`config.mk`:
```
export PLATFORM = sky130hd
export DESIGN_NAME = eew_control
export DESIGN_NICKNAME = d
export VERILOG_FILES = /design/src/verilog/eew_pkg.sv /design/src/verilog/eew_control.sv /design/src/verilog/eew_mem.sv /design/src/verilog/eew_row_latch.sv
export SDC_FILE = /design/constraint.sdc
export NUM_CORES = 1
export LEC_CHECK = 0
export CAP_MARGIN = 20
export CORE_MARGIN = 2
export CORE_UTILIZATION = 55
export CTS_CLUSTER_DIAMETER = 30
export DETAILED_ROUTE_END_ITERATION = 7
export DONT_BUFFER_PORTS = 1
export GPL_ROUTABILITY_DRIVEN = 0
export GPL_TIMING_DRIVEN = 1
export PLACE_DENSITY = 0.7
export SYNTH_ARGS = -nofsm -noshare
export SYNTH_HDL_FRONTEND = slang
export SYNTH_SLANG_ARGS = --single-unit
export TNS_END_PERCENT = 10
```
`constraint.sdc`:
```
create_clock -name mclk -period 7.3 [get_ports mclk]
set_input_delay 0.73 -clock mclk [delete_from_list [all_inputs] [get_ports mclk]]
set_output_delay 0.73 -clock mclk [all_outputs]
set_load 0.02 [all_outputs]
```
`src/verilog/eew_pkg.sv`:
```
package eew_pkg;
    // ==========================================================
    // Data space map.
    localparam logic [7:0] EEW_CTRL_ADDR      = 8'hDF;
    localparam logic [7:0] EEW_BANK_ADDR      = 8'hCB;
    localparam logic [7:0] EEW_PAGE_LAST      = 8'h3F;
    localparam logic [7:0] EEW_CTRL_RESET     = 8'h00;
    localparam logic [7:0] EEW_BANK_RESET     = 8'h00;
    localparam logic [7:0] EEW_ERASED         = 8'hFF;
    // ==========================================================
    // Control register fields.
    localparam int EEW_BIT_STANDBY   = 6;
    localparam int EEW_BIT_PSTART    = 3;
    localparam int EEW_BIT_PMODE     = 2;
    localparam int EEW_BIT_BUSY      = 1;
    localparam int EEW_BIT_PROGEN    = 0;
    // ==========================================================
    // Bank select fields.
    localparam int EEW_BANK_PAGE0    = 0;
    localparam int EEW_BANK_PAGE1    = 1;
    // ==========================================================
    // Geometry.
    localparam int EEW_ROW_BYTES     = 8;
    localparam int EEW_MEM_WORDS     = 128;
    localparam int EEW_MEM_AW        = 7;
    // ==========================================================
    // Timing.
    localparam int EEW_CLK_HZ        = 40000000;
    localparam int EEW_PROG_TIME_US  = 5;
    localparam int EEW_PROG_CYCLES   = (EEW_PROG_TIME_US * (EEW_CLK_HZ / 1000000));
    localparam int EEW_CNT_W         = 8;
    typedef enum logic [1:0] {
        EEW_IDLE,
        EEW_BYTE,
        EEW_ROWPROG
    } eew_state_e;
endpackage : eew_pkg

```
`src/verilog/eew_control.sv`:
```
// Function
// (RULE1) Standby bit disables array, accesses meaningless.
// (RULE2) Start bit programs whole loaded row.
// (RULE3) Start bit self-clears when programming ends.
// (RULE4) Unloaded row bytes keep old contents.
// (RULE5) Mode bit set: writes go to latches.
// (RULE6) Row fixed by A7..A3; A2..A0 select byte.
// (RULE7) Mode bit self-clears after parallel programming.
// (RULE8) Clearing mode bit discards loaded row.
// (RULE9) Busy flag high throughout programming.
// (RULE10) Accesses while busy aborted; cycle completes.
// (RULE11) Software tests busy before every access.
// (RULE12) Enable bit low: no write cycle.
// (RULE13) Software sets enable before any write.
// (RULE14) Software writes control register whole byte.
// (RULE15) Control register at DFh, resets 00h.
// (RULE16) Unprogrammed cells read erased FFh.
// (RULE17) Start sets only with enable and mode.
// (RULE18) Mode set clears latches, latches row.
// (RULE19) Control writes ignored while busy.
// (RULE20) Pages at 00h-3Fh, bank select chooses.
// (RULE21) Byte write starts one cycle, busy.
`timescale 1ns/100ps
`default_nettype none
module eew_control (
    input  wire logic       mclk,
    input  wire logic       rst,
    input  wire logic [7:0] cpuAddr,
    input  wire logic [7:0] cpuWrData,
    input  wire logic       cpuWr,
    input  wire logic       cpuRd,
    output logic      [7:0] cpuRdData,
    output logic            cpuRdValid,
    output logic            eepromStandby,
    output logic            programmingInProgress
);
    import eew_pkg::*;
    // ==========================================================
    // Control and bank state.
    logic [7:0]           ctrl_q, ctrl_d;
    logic [7:0]           bank_q, bank_d;
    logic [4:0]           row_q, row_d;
    logic                 rowSet_q, rowSet_d;
    logic                 pageSel_q, pageSel_d;
    eew_state_e           state_q, state_d;
    logic [EEW_CNT_W-1:0] cnt_q, cnt_d;
    logic [2:0]           idx_q, idx_d;
    logic [EEW_MEM_AW-1:0] byteAddr_q, byteAddr_d;
    logic [7:0]           byteData_q, byteData_d;
    logic                 rdPend_q, rdPend_d;
    logic                 rdCtrl_q, rdCtrl_d;
    logic [7:0]           ctrlRd_q, ctrlRd_d;
    logic                 standby, pmode, progEn, busy;
    logic                 pageHit, pageValid, pageBit;
    logic                 ctrlWr, arrWr, arrRd;
    logic                 latchClear;
    logic [EEW_ROW_BYTES-1:0] latchLoad, latchLoaded;
    logic [7:0]           latchData [0:EEW_ROW_BYTES-1];
    logic                 memWe;
    logic [EEW_MEM_AW-1:0] memWrAddr, memRdAddr;
    logic [7:0]           memWrData, memRdData;
    assign standby = ctrl_q[EEW_BIT_STANDBY];
    assign pmode   = ctrl_q[EEW_BIT_PMODE];
    assign progEn  = ctrl_q[EEW_BIT_PROGEN];
    assign busy    = (state_q != EEW_IDLE);
    // ==========================================================
    // Decode of the paged window.
    assign pageHit   = (cpuAddr <= EEW_PAGE_LAST); // RULE20
    assign pageValid = bank_q[EEW_BANK_PAGE0] ^ bank_q[EEW_BANK_PAGE1]; // RULE20
    assign pageBit   = bank_q[EEW_BANK_PAGE1];
    assign ctrlWr    = cpuWr && (cpuAddr == EEW_CTRL_ADDR) && !busy; // RULE19
    assign arrWr     = cpuWr && pageHit && pageValid && !standby && !busy; // RULE1 RULE10
    assign arrRd     = cpuRd && pageHit && pageValid && !standby && !busy; // RULE1 RULE10
    // ==========================================================
    // Row latches.
    assign latchClear = ctrlWr && cpuWrData[EEW_BIT_PMODE] && !pmode; // RULE18
    always_comb begin
        for (int i = 0; i < EEW_ROW_BYTES; i++) begin
            latchLoad[i] = arrWr && pmode && !ctrl_q[EEW_BIT_PSTART]
                && (cpuAddr[2:0] == 3'(i)) // RULE6
                && (!rowSet_q || (row_q == cpuAddr[7:3] && pageSel_q == pageBit)); // RULE5 RULE6
        end
    end
    genvar g;
    generate
        for (g = 0; g < EEW_ROW_BYTES; g++) begin : gRow
            eew_row_latch uLatch (
                .mclk     (mclk),
                .rst      (rst),
                .clear    (latchClear),
                .load     (latchLoad[g]),
                .loadData (cpuWrData),
                .data     (latchData[g]),
                .loaded   (latchLoaded[g])
            );
        end
    endgenerate
    // ==========================================================
    // Programming sequencer and register updates.
    always_comb begin
        ctrl_d     = ctrl_q;
        bank_d     = bank_q;
        row_d      = row_q;
        rowSet_d   = rowSet_q;
        pageSel_d  = pageSel_q;
        state_d    = state_q;
        cnt_d      = cnt_q;
        idx_d      = idx_q;
        byteAddr_d = byteAddr_q;
        byteData_d = byteData_q;
        memWe      = 1'b0;
        memWrAddr  = byteAddr_q;
        memWrData  = byteData_q;
        if (cpuWr && cpuAddr == EEW_BANK_ADDR) begin
            bank_d = cpuWrData;
        end
        if (ctrlWr) begin
            ctrl_d[7:4] = {1'b0, cpuWrData[EEW_BIT_STANDBY], 2'b00}; // RULE1
            ctrl_d[EEW_BIT_PMODE]  = cpuWrData[EEW_BIT_PMODE];
            ctrl_d[EEW_BIT_PROGEN] = cpuWrData[EEW_BIT_PROGEN];
            if (!cpuWrData[EEW_BIT_PMODE]) begin
                rowSet_d = 1'b0; // RULE8
            end
            if (cpuWrData[EEW_BIT_PMODE] && !pmode) begin
                rowSet_d = 1'b0; // RULE18
            end
            if (cpuWrData[EEW_BIT_PSTART] && progEn && pmode && cpuWrData[EEW_BIT_PMODE]
                && cpuWrData[EEW_BIT_PROGEN]) begin
                ctrl_d[EEW_BIT_PSTART] = 1'b1; // RULE17
                state_d = EEW_ROWPROG; // RULE2
                cnt_d   = '0;
                idx_d   = '0;
            end
        end
        if (arrWr && pmode && !rowSet_q) begin
            rowSet_d  = 1'b1; // RULE18
            row_d     = cpuAddr[7:3];
            pageSel_d = pageBit;
        end
        if (arrWr && !pmode && progEn && state_q == EEW_IDLE) begin
            state_d    = EEW_BYTE; // RULE21
            cnt_d      = '0;
            byteAddr_d = {pageBit, cpuAddr[5:0]};
            byteData_d = cpuWrData;
        end // RULE12
        case (state_q)
            EEW_IDLE: begin
            end
            EEW_BYTE: begin
                cnt_d = cnt_q + 1'b1;
                if (cnt_q == EEW_CNT_W'(EEW_PROG_CYCLES - 1)) begin
                    memWe   = 1'b1;
                    state_d = EEW_IDLE; // RULE9
                end
            end
            EEW_ROWPROG: begin
                memWrAddr = {pageSel_q, row_q[2:0], idx_q}; // RULE6
                memWrData = latchData[idx_q];
                memWe     = latchLoaded[idx_q] && rowSet_q; // RULE4
                idx_d     = idx_q + 1'b1;
                cnt_d     = cnt_q + 1'b1;
                if (cnt_q == EEW_CNT_W'(EEW_PROG_CYCLES - 1)) begin
                    state_d  = EEW_IDLE; // RULE9
                    ctrl_d[EEW_BIT_PSTART] = 1'b0; // RULE3
                    ctrl_d[EEW_BIT_PMODE]  = 1'b0; // RULE7
                    rowSet_d = 1'b0;
                end
            end
            default: begin
                state_d = EEW_IDLE;
            end
        endcase
    end
    always_ff @(posedge mclk) begin
        if (rst) begin
            ctrl_q     <= EEW_CTRL_RESET; // RULE15
            bank_q     <= EEW_BANK_RESET;
            row_q      <= '0;
            rowSet_q   <= 1'b0;
            pageSel_q  <= 1'b0;
            state_q    <= EEW_IDLE;
            cnt_q      <= '0;
            idx_q      <= '0;
            byteAddr_q <= '0;
            byteData_q <= 8'h00;
        end else begin
            ctrl_q     <= ctrl_d;
            bank_q     <= bank_d;
            row_q      <= row_d;
            rowSet_q   <= rowSet_d;
            pageSel_q  <= pageSel_d;
            state_q    <= state_d;
            cnt_q      <= cnt_d;
            idx_q      <= idx_d;
            byteAddr_q <= byteAddr_d;
            byteData_q <= byteData_d;
        end
    end
    // ==========================================================
    // Array and read path.
    assign memRdAddr = {pageBit, cpuAddr[5:0]};
    eew_mem uMem (
        .mclk   (mclk),
        .we     (memWe),
        .wrAddr (memWrAddr),
        .wrData (memWrData),
        .rdAddr (memRdAddr),
        .rdData (memRdData)
    );
    always_comb begin
        rdPend_d = arrRd;
        rdCtrl_d = cpuRd && (cpuAddr == EEW_CTRL_ADDR);
        ctrlRd_d = 8'h00;
        ctrlRd_d[EEW_BIT_BUSY] = busy; // RULE9 RULE19
    end
    always_ff @(posedge mclk) begin
        if (rst) begin
            rdPend_q <= 1'b0;
            rdCtrl_q <= 1'b0;
            ctrlRd_q <= 8'h00;
        end else begin
            rdPend_q <= rdPend_d;
            rdCtrl_q <= rdCtrl_d;
            ctrlRd_q <= ctrlRd_d;
        end
    end
    assign cpuRdData  = rdCtrl_q ? ctrlRd_q : (rdPend_q ? memRdData : 8'h00);
    assign cpuRdValid = rdPend_q || rdCtrl_q;
    assign eepromStandby         = standby; // RULE1
    assign programmingInProgress = busy; // RULE9
endmodule // eew_control
`default_nettype wire

```
`src/verilog/eew_mem.sv`:
```
`timescale 1ns/100ps
`default_nettype none
// ==========================================================
// Storage array with registered read data, erased to all ones.
module eew_mem (
    input  wire logic                         mclk,
    input  wire logic                         we,
    input  wire logic [eew_pkg::EEW_MEM_AW-1:0] wrAddr,
    input  wire logic [7:0]                   wrData,
    input  wire logic [eew_pkg::EEW_MEM_AW-1:0] rdAddr,
    output logic      [7:0]                   rdData
);
    import eew_pkg::*;
    logic [7:0] cells [0:EEW_MEM_WORDS-1];
    initial begin
        for (int i = 0; i < EEW_MEM_WORDS; i++) begin
            cells[i] = EEW_ERASED; // RULE16
        end
    end
    always_ff @(posedge mclk) begin
        if (we) begin
            cells[wrAddr] <= wrData;
        end
        rdData <= cells[rdAddr];
    end
endmodule // eew_mem
`default_nettype wire

```
`src/verilog/eew_row_latch.sv`:
```
`timescale 1ns/100ps
`default_nettype none
// ==========================================================
// One volatile row latch: data byte plus loaded flag.
module eew_row_latch (
    input  wire logic       mclk,
    input  wire logic       rst,
    input  wire logic       clear,
    input  wire logic       load,
    input  wire logic [7:0] loadData,
    output logic      [7:0] data,
    output logic            loaded
);
    import eew_pkg::*;
    logic [7:0] data_d;
    logic       loaded_d;
    always_comb begin
        data_d   = data;
        loaded_d = loaded;
        if (clear) begin
            loaded_d = 1'b0;
            data_d   = 8'h00;
        end else if (load) begin
            loaded_d = 1'b1;
            data_d   = loadData;
        end
    end
    always_ff @(posedge mclk) begin
        if (rst) begin
            data   <= 8'h00;
            loaded <= 1'b0;
        end else begin
            data   <= data_d;
            loaded <= loaded_d;
        end
    end
endmodule // eew_row_latch
`default_nettype wire
```
* Word-level counts from Yosys, hierarchy flattened
Memories as Yosys holds them, arrays and structs flattened. A register that Yosys moved wholly into a read port is not among the register bits.
Index checks and enable logic that the tools add are counted.
** Word-level totals
- Memories :: 1
- Output and inout bits :: 11
- Bits in writable memories :: 1024
- Word-level logic and storage cells :: 149
- Bits in registers :: 123
** Memory list
- uMem.cells :: depth 128, bits a word 8, read ports 1, clocked after memory_dff 1, write ports 1, RTL line eew_mem.sv:14 : logic [7:0] cells [0:EEW_MEM_WORDS-1];
** Operators by class
- Equality and inequality tests :: 14
- Magnitude comparators :: 3
- Add/sub/neg operators :: 2
- Muxes and demuxes :: 35
- Bitwise operators :: 2
- Reduce and logical (&&, ||, !) cells :: 61
** Operator list (count)
- $mux W8 :: 9
- $logic_and A1 B1 Y1 :: 43
- $bmux W8 S3 :: 1
- $eq A8 B8 Y1 const B :: 3
- $mux W2 :: 7
- $eq A3 B3 Y1 const B :: 4
- $mux W1 :: 11
- $mux W3 :: 3
- $add A8 B1 Y8 const B :: 1
- $le A8 B6 Y1 const B :: 1
- $mux W7 :: 1
- $eq A3 B2 Y1 const B :: 2
- $reduce_bool A2 Y1 :: 3
- $reduce_bool A3 Y1 :: 2
- $eq A5 B5 Y1 :: 1
- $logic_not A1 Y1 :: 5
- $ge A4 B4 Y1 const B :: 1
- $lt A3 B4 Y1 const B :: 1
- $not A3 Y4 :: 1
- $pmux W2 S2 :: 1
- $reduce_and A2 Y1 :: 2
- $reduce_or A2 Y1 :: 2
- $add A3 B1 Y3 const B :: 1
- $bmux W1 S3 :: 1
- other kinds (9) :: 10

* Logic depth before layout (Yosys ltp)
- Depth after elaboration :: 11
- Depth in mapped cells :: 10

* Hierarchy
From an unflattened synthesis, not the netlist that was laid out.
** Second synthesis, totals
- Cells, all modules :: 2188
- Area, all modules :: 45018.2 µm²
** By module, submodules not included
- eew_mem :: area each 39665.5 µm², instances 1, sequential area each 30909.6 µm², cells an instance 1635
- eew_control :: area each 2770.2 µm², instances 1, sequential area each 880.8 µm², cells an instance 313
- eew_row_latch :: area each 322.8 µm², instances 8, sequential area each 180.2 µm², cells an instance 30

* Worst setup path before layout
OpenSTA, ideal clock, no wires.
- Path kind :: reg-to-reg
- Start point :: register idx_q[1]
- End point :: memory uMem.cells[0][0] (data pin)
- Stages on the path, launching flop included :: 6
- Required time :: 6.331 ns
- Arrival time :: 5.234 ns
- Path slack :: 1.097 ns
- Path through :: dfxtp_1 buf_1 buf_1 mux4_2 nand2_1 a31oi_1
** On the way
- Cells in the longest elaborated chain, start to end :: 5
** RTL lines
- from (decl) :: RTL line eew_control.sv:47 : logic [2:0] idx_q, idx_d;
- from (signal assigned) :: RTL line eew_control.sv:194 : idx_q <= idx_d;
- $not A3 Y4 (not written as such) :: RTL line eew_control.sv:158 : memWrData = latchData[idx_q];
- $bmux W8 S3 :: RTL line eew_control.sv:158
- $mux W8 (not written as such) (2 in a row) :: RTL line eew_control.sv:158
- $mux W8 :: RTL line eew_control.sv:146 : case (state_q)
- named net memWrData[0] :: RTL line eew_control.sv:61 : logic [7:0] memWrData, memRdData;
- to (decl) :: RTL line eew_mem.sv:14
The timed path passes the listed nets, and every way through them passes these cells. The select of a mux whose other input is x is not followed.

* Final worst setup path
- Start point :: register idx_q[0]
- End point :: memory uMem.cells[81][3], enable pin
** On the way
- Cells in the longest elaborated chain, start to end :: 6
** RTL lines
- $bmux W1 S3 :: RTL line eew_control.sv:159 : memWe = latchLoaded[idx_q] && rowSet_q;
- $mux W1 (not written as such) :: RTL line eew_control.sv:159
- $logic_and A1 B1 Y1 :: RTL line eew_control.sv:159
- $pmux W1 S2 :: RTL line eew_control.sv:146
- $mux W1 :: RTL line eew_mem.sv:21 : if (we) begin
- $mux W1 (not written as such) :: RTL line eew_mem.sv:22 : cells[wrAddr] <= wrData;
Parallel ways exist; a longest one is shown, timed or not. The select of a mux whose other input is x is not followed.

==> summary.md <==
| Metric | Value |
|---|---|
| Die X | `292.1 µm` |
| Syn_nets | `2548` |
| First-pass GRT wire length | `172300 µm` |
| Peak Freq | `242.7 MHz` |
| Worst path slowest cell | `nor2_1` |
| Clock Sinks | `1148` |
| Tcrit/Tclk final | `56.45%` |
| Leakage | `14.52 nW` |
| # rows | `105` |
| # hold bufs at CTS | `0` |
| Post-DR wirelength/cell | `31.08 µm` |
| Maximum buffer depth of the clock tree | `3` |
| CORE AREA | `82110 µm²` |
| Asr flop ratio synth | `0%` |
| Overall Global Routing Usage | `27.94%` |
| Ys Warns | `0` |
| Maximum vdd ir drop | `0.0002095 V` |
| Gate Count Post-Synth | `2522` |
| Final Critical Period | `4.121 ns` |
| Layout Cells excl Fill | `3796` |
| 1st-iter DRT viols | `3394` |
| 1st-pass router iterations | `7` |
| Slew headroom | `23.70%` |
| Placed Cells | `3475` |
| Post-synth EDFFs | `1024` |
| Final Hold Vio Count | `0` |
| Synth top area cells | `edfxtp_1 (67%), mux4_2 (11%), dfxtp_1 (5.4%)` |
| Slew Viols, Final | `0` |
| Crit path DAT | `4.50 ns` |
| Root buf cell | `clkbuf_16` |
| Critical Path End Type | `flop` |
| Setup-failing EPs final | `0` |
| ANT nets after route | `0` |
| Post-CTS Setup Repair Bufs | `0` |
| Status | `finished clean` |
| Area growth syn-to-layout | `15.06%` |
| Share of layout cells above drive strength 1 | `23.41%` |
| Largest area contributor in the netlist | `edfxtp_1` |
| Num CTS Buffers | `174` |
| Vias in the first global route | `24880` |
| Cells along the critical path | `buf_4, mux4_2, mux2_2, a32o_2, nand3_2, nor2_1` |
| Ports | `31` |
| Die ar. | `85350 µm²` |
| Seq/Total Area, Yosys | `72.77%` |
| Met2 wire length | `54900 µm` |
| Register clock-pin slew on the reported worst setup and hold paths | `0.05 ns` |
| Slew @ Worst Pin | `1.135 ns` |
| Clock Latency Late Sink | `0.75 ns` |
| Max Cap Violations | `0` |
| Mapped cell area | `45670 µm²` |
| CTS HTree Levels | `4` |
| Min-delay worst type | `in -> reg` |
| Layout Nets | `2609` |
| Routed vias | `25040` |
| R2r setup slk | `3.18 ns` |
| Cell Pwr Density | `295.3 nW/µm²` |
| DR top layer | `met5` |
| DPL Wire Length | `66280 µm` |
| Worst Setup Path Type | `reg -> reg` |
| Largest stage delay, worst path | `0.94 ns` |
| CTS tree | `done` |
| Unique masters post-synth | `66` |
| Mean post-synth cell area | `18.11 µm²` |
| Final Skew | `0.04081 ns` |
| Prevailing post-synth register cell | `edfxtp_1` |
| Initial antenna violation count | `2` |
| PortBufs | `0` |
| Flip-flop and latch count after synthesis | `1148` |
| Fillers | `5344` |
| PostCTS Resize Cnt | `0` |
| Drt drc | `0` |
| CP max FO | `16` |
| DR vias/cell | `6.596` |
| Die height | `292.1 µm` |
| Total wire length | `118000 µm` |
| TNS Setup | `0 ns` |
| Top cell type's share of synthesized area | `67.34%` |
| CP Launch Type | `flop` |
| Initial Utilization | `55.61%` |
| Unrepaired setup endpoints after global routing | `no` |
| Critical Path RT | `7.68 ns` |
| GR Overflow Total | `0` |
| Met3 Wirelength | `12970 µm` |
| Wl on met1 | `46010 µm` |
| Largest net degree at the start of global routing | `315` |
final timing paths:
path / start / end / cells past startpoint
max: idx_q[0]$_SDFFE_PP0P_ / uMem.cells[81][3]$_DFFE_PP_ / 6
min: rst / cnt_q[6]$_SDFFE_PP0P_ / 1
max reg2reg: idx_q[0]$_SDFFE_PP0P_ / uMem.cells[81][3]$_DFFE_PP_ / 6
min reg2reg: gRow[4].uLatch.loaded$_SDFFE_PP0P_ / gRow[4].uLatch.loaded$_SDFFE_PP0P_ / 2
cell type report:
type	instances	area (µm²)	area share (%)
Sequential cell	1148	33230	63.25
Multi-Input combinational cell	1210	11680	22.24
Clock buffer	192	4547	8.654
Clock inverter	126	1358	2.584
Tap cell	1070	1339	2.548
Timing Repair Buffer	33	320.3	0.6096
Inverter	16	60.06	0.1143
Antenna cell	1	2.502	0.004763
routing by layer:
metal	vias up	track usage [%]
li1	10270	-
met1	12820	39.61
met2	1693	42.58
met3	251	6.850
met4	2	10.20
met5	-	0
synthesized netlist by cell type, drive strengths merged (16+ instances only):
library cell  count
mux2             54
o22ai            23
a22oi            26
a21oi            36
nor2            197
mux4            215
clkbuf           42
inv              16
a221oi           17
nand3            32
mux2i           201
dfxtp           124
edfxtp         1024
o21ai            29
buf             106
nand2           153
nor2b            30
a211oi           27
placed cells by master, fill, tap and decap left out, types with 10 or more instances in the layout:
cell type / n
mux4_2: 215
nor2_1: 196
clkinvlp_4: 20
clkinv_2: 19
bufinv_16: 15
a211oi_1: 27
and2_1: 11
nand2b_1: 11
o22ai_1: 23
mux2_2: 54
clkbuf_16: 178
inv_6: 20
a22o_1: 10
a221oi_1: 17
o21ai_0: 27
a22oi_1: 26
inv_1: 15
nor4_1: 11
buf_4: 26
dfxtp_1: 124
clkbuf_1: 10
edfxtp_1: 1024
a21oi_1: 36
nor2b_1: 28
nand4_1: 11
clkinv_1: 16
mux2i_1: 201
nand3_1: 24
clkinv_4: 16
inv_8: 12
nand2_1: 148
cells by family (layout without fill, tap and decap cells):
| family | Yosys count | after routing | synth area share (%) |
|---|---|---|---|
| simple gates | 496 | 496 | 5.017 |
| other cells | 0 | 1 | 0 |
| compound gates | 231 | 231 | 3.600 |
| mux | 470 | 470 | 16.34 |
| xor+xnor | 7 | 7 | 0.1343 |
| fa+ha+maj | 6 | 6 | 0.1644 |
| buf+inv | 164 | 367 | 1.970 |
| flops | 1148 | 1148 | 72.77 |
state kept, by name (all words and copies together), names as in the netlist, 4 cells and up:
| signal | flops |
|---|---|
| gRow.uLatch.data | 64 |
| ctrl_q | 4 |
| byteData_q | 8 |
| uMem.rdData | 8 |
| row_q | 5 |
| byteAddr_q | 7 |
| uMem.cells | 1024 |
| gRow.uLatch.loaded | 8 |
| cnt_q | 8 |
worst max-delay path: cells and delay by family, from the launching register on:
kind                   cells  cell delay, ns
DFF                        1            0.78
and+or+nand+nor            2            1.82
AOI/OAI and AO/OA          1            0.35
buffers and inverters      1            0.37
muxes                      2            0.39
per-stage QoR:
stage          area [µm²]  utilization [%]  setup WS [ns]  hold WS (ns)  power (mW)
2_1_floorplan       45670                -          1.097        0.4223       7.414
3_3_place_gp        46590            56.74          3.206        0.4308       7.395
3_5_place_dp        46610            56.77          3.145        0.4390       7.397
4_1_cts             52510            63.96          3.065       0.01575       15.57
5_1_grt             52540            63.99          3.011       0.01873       15.86
6_report            52540            63.99          3.179       0.04649       15.52
power by group:
group          leakage [nW]  internal, mW  switching [mW]  total [mW]
clock                  2.84          5.11            3.13        8.24
sequential             8.05          7.06         0.00749        7.06
combinational          3.63        0.0969           0.113       0.209
total                  14.5          12.3            3.25        15.5
No activity file was read; power rests on OpenSTA's default activity.
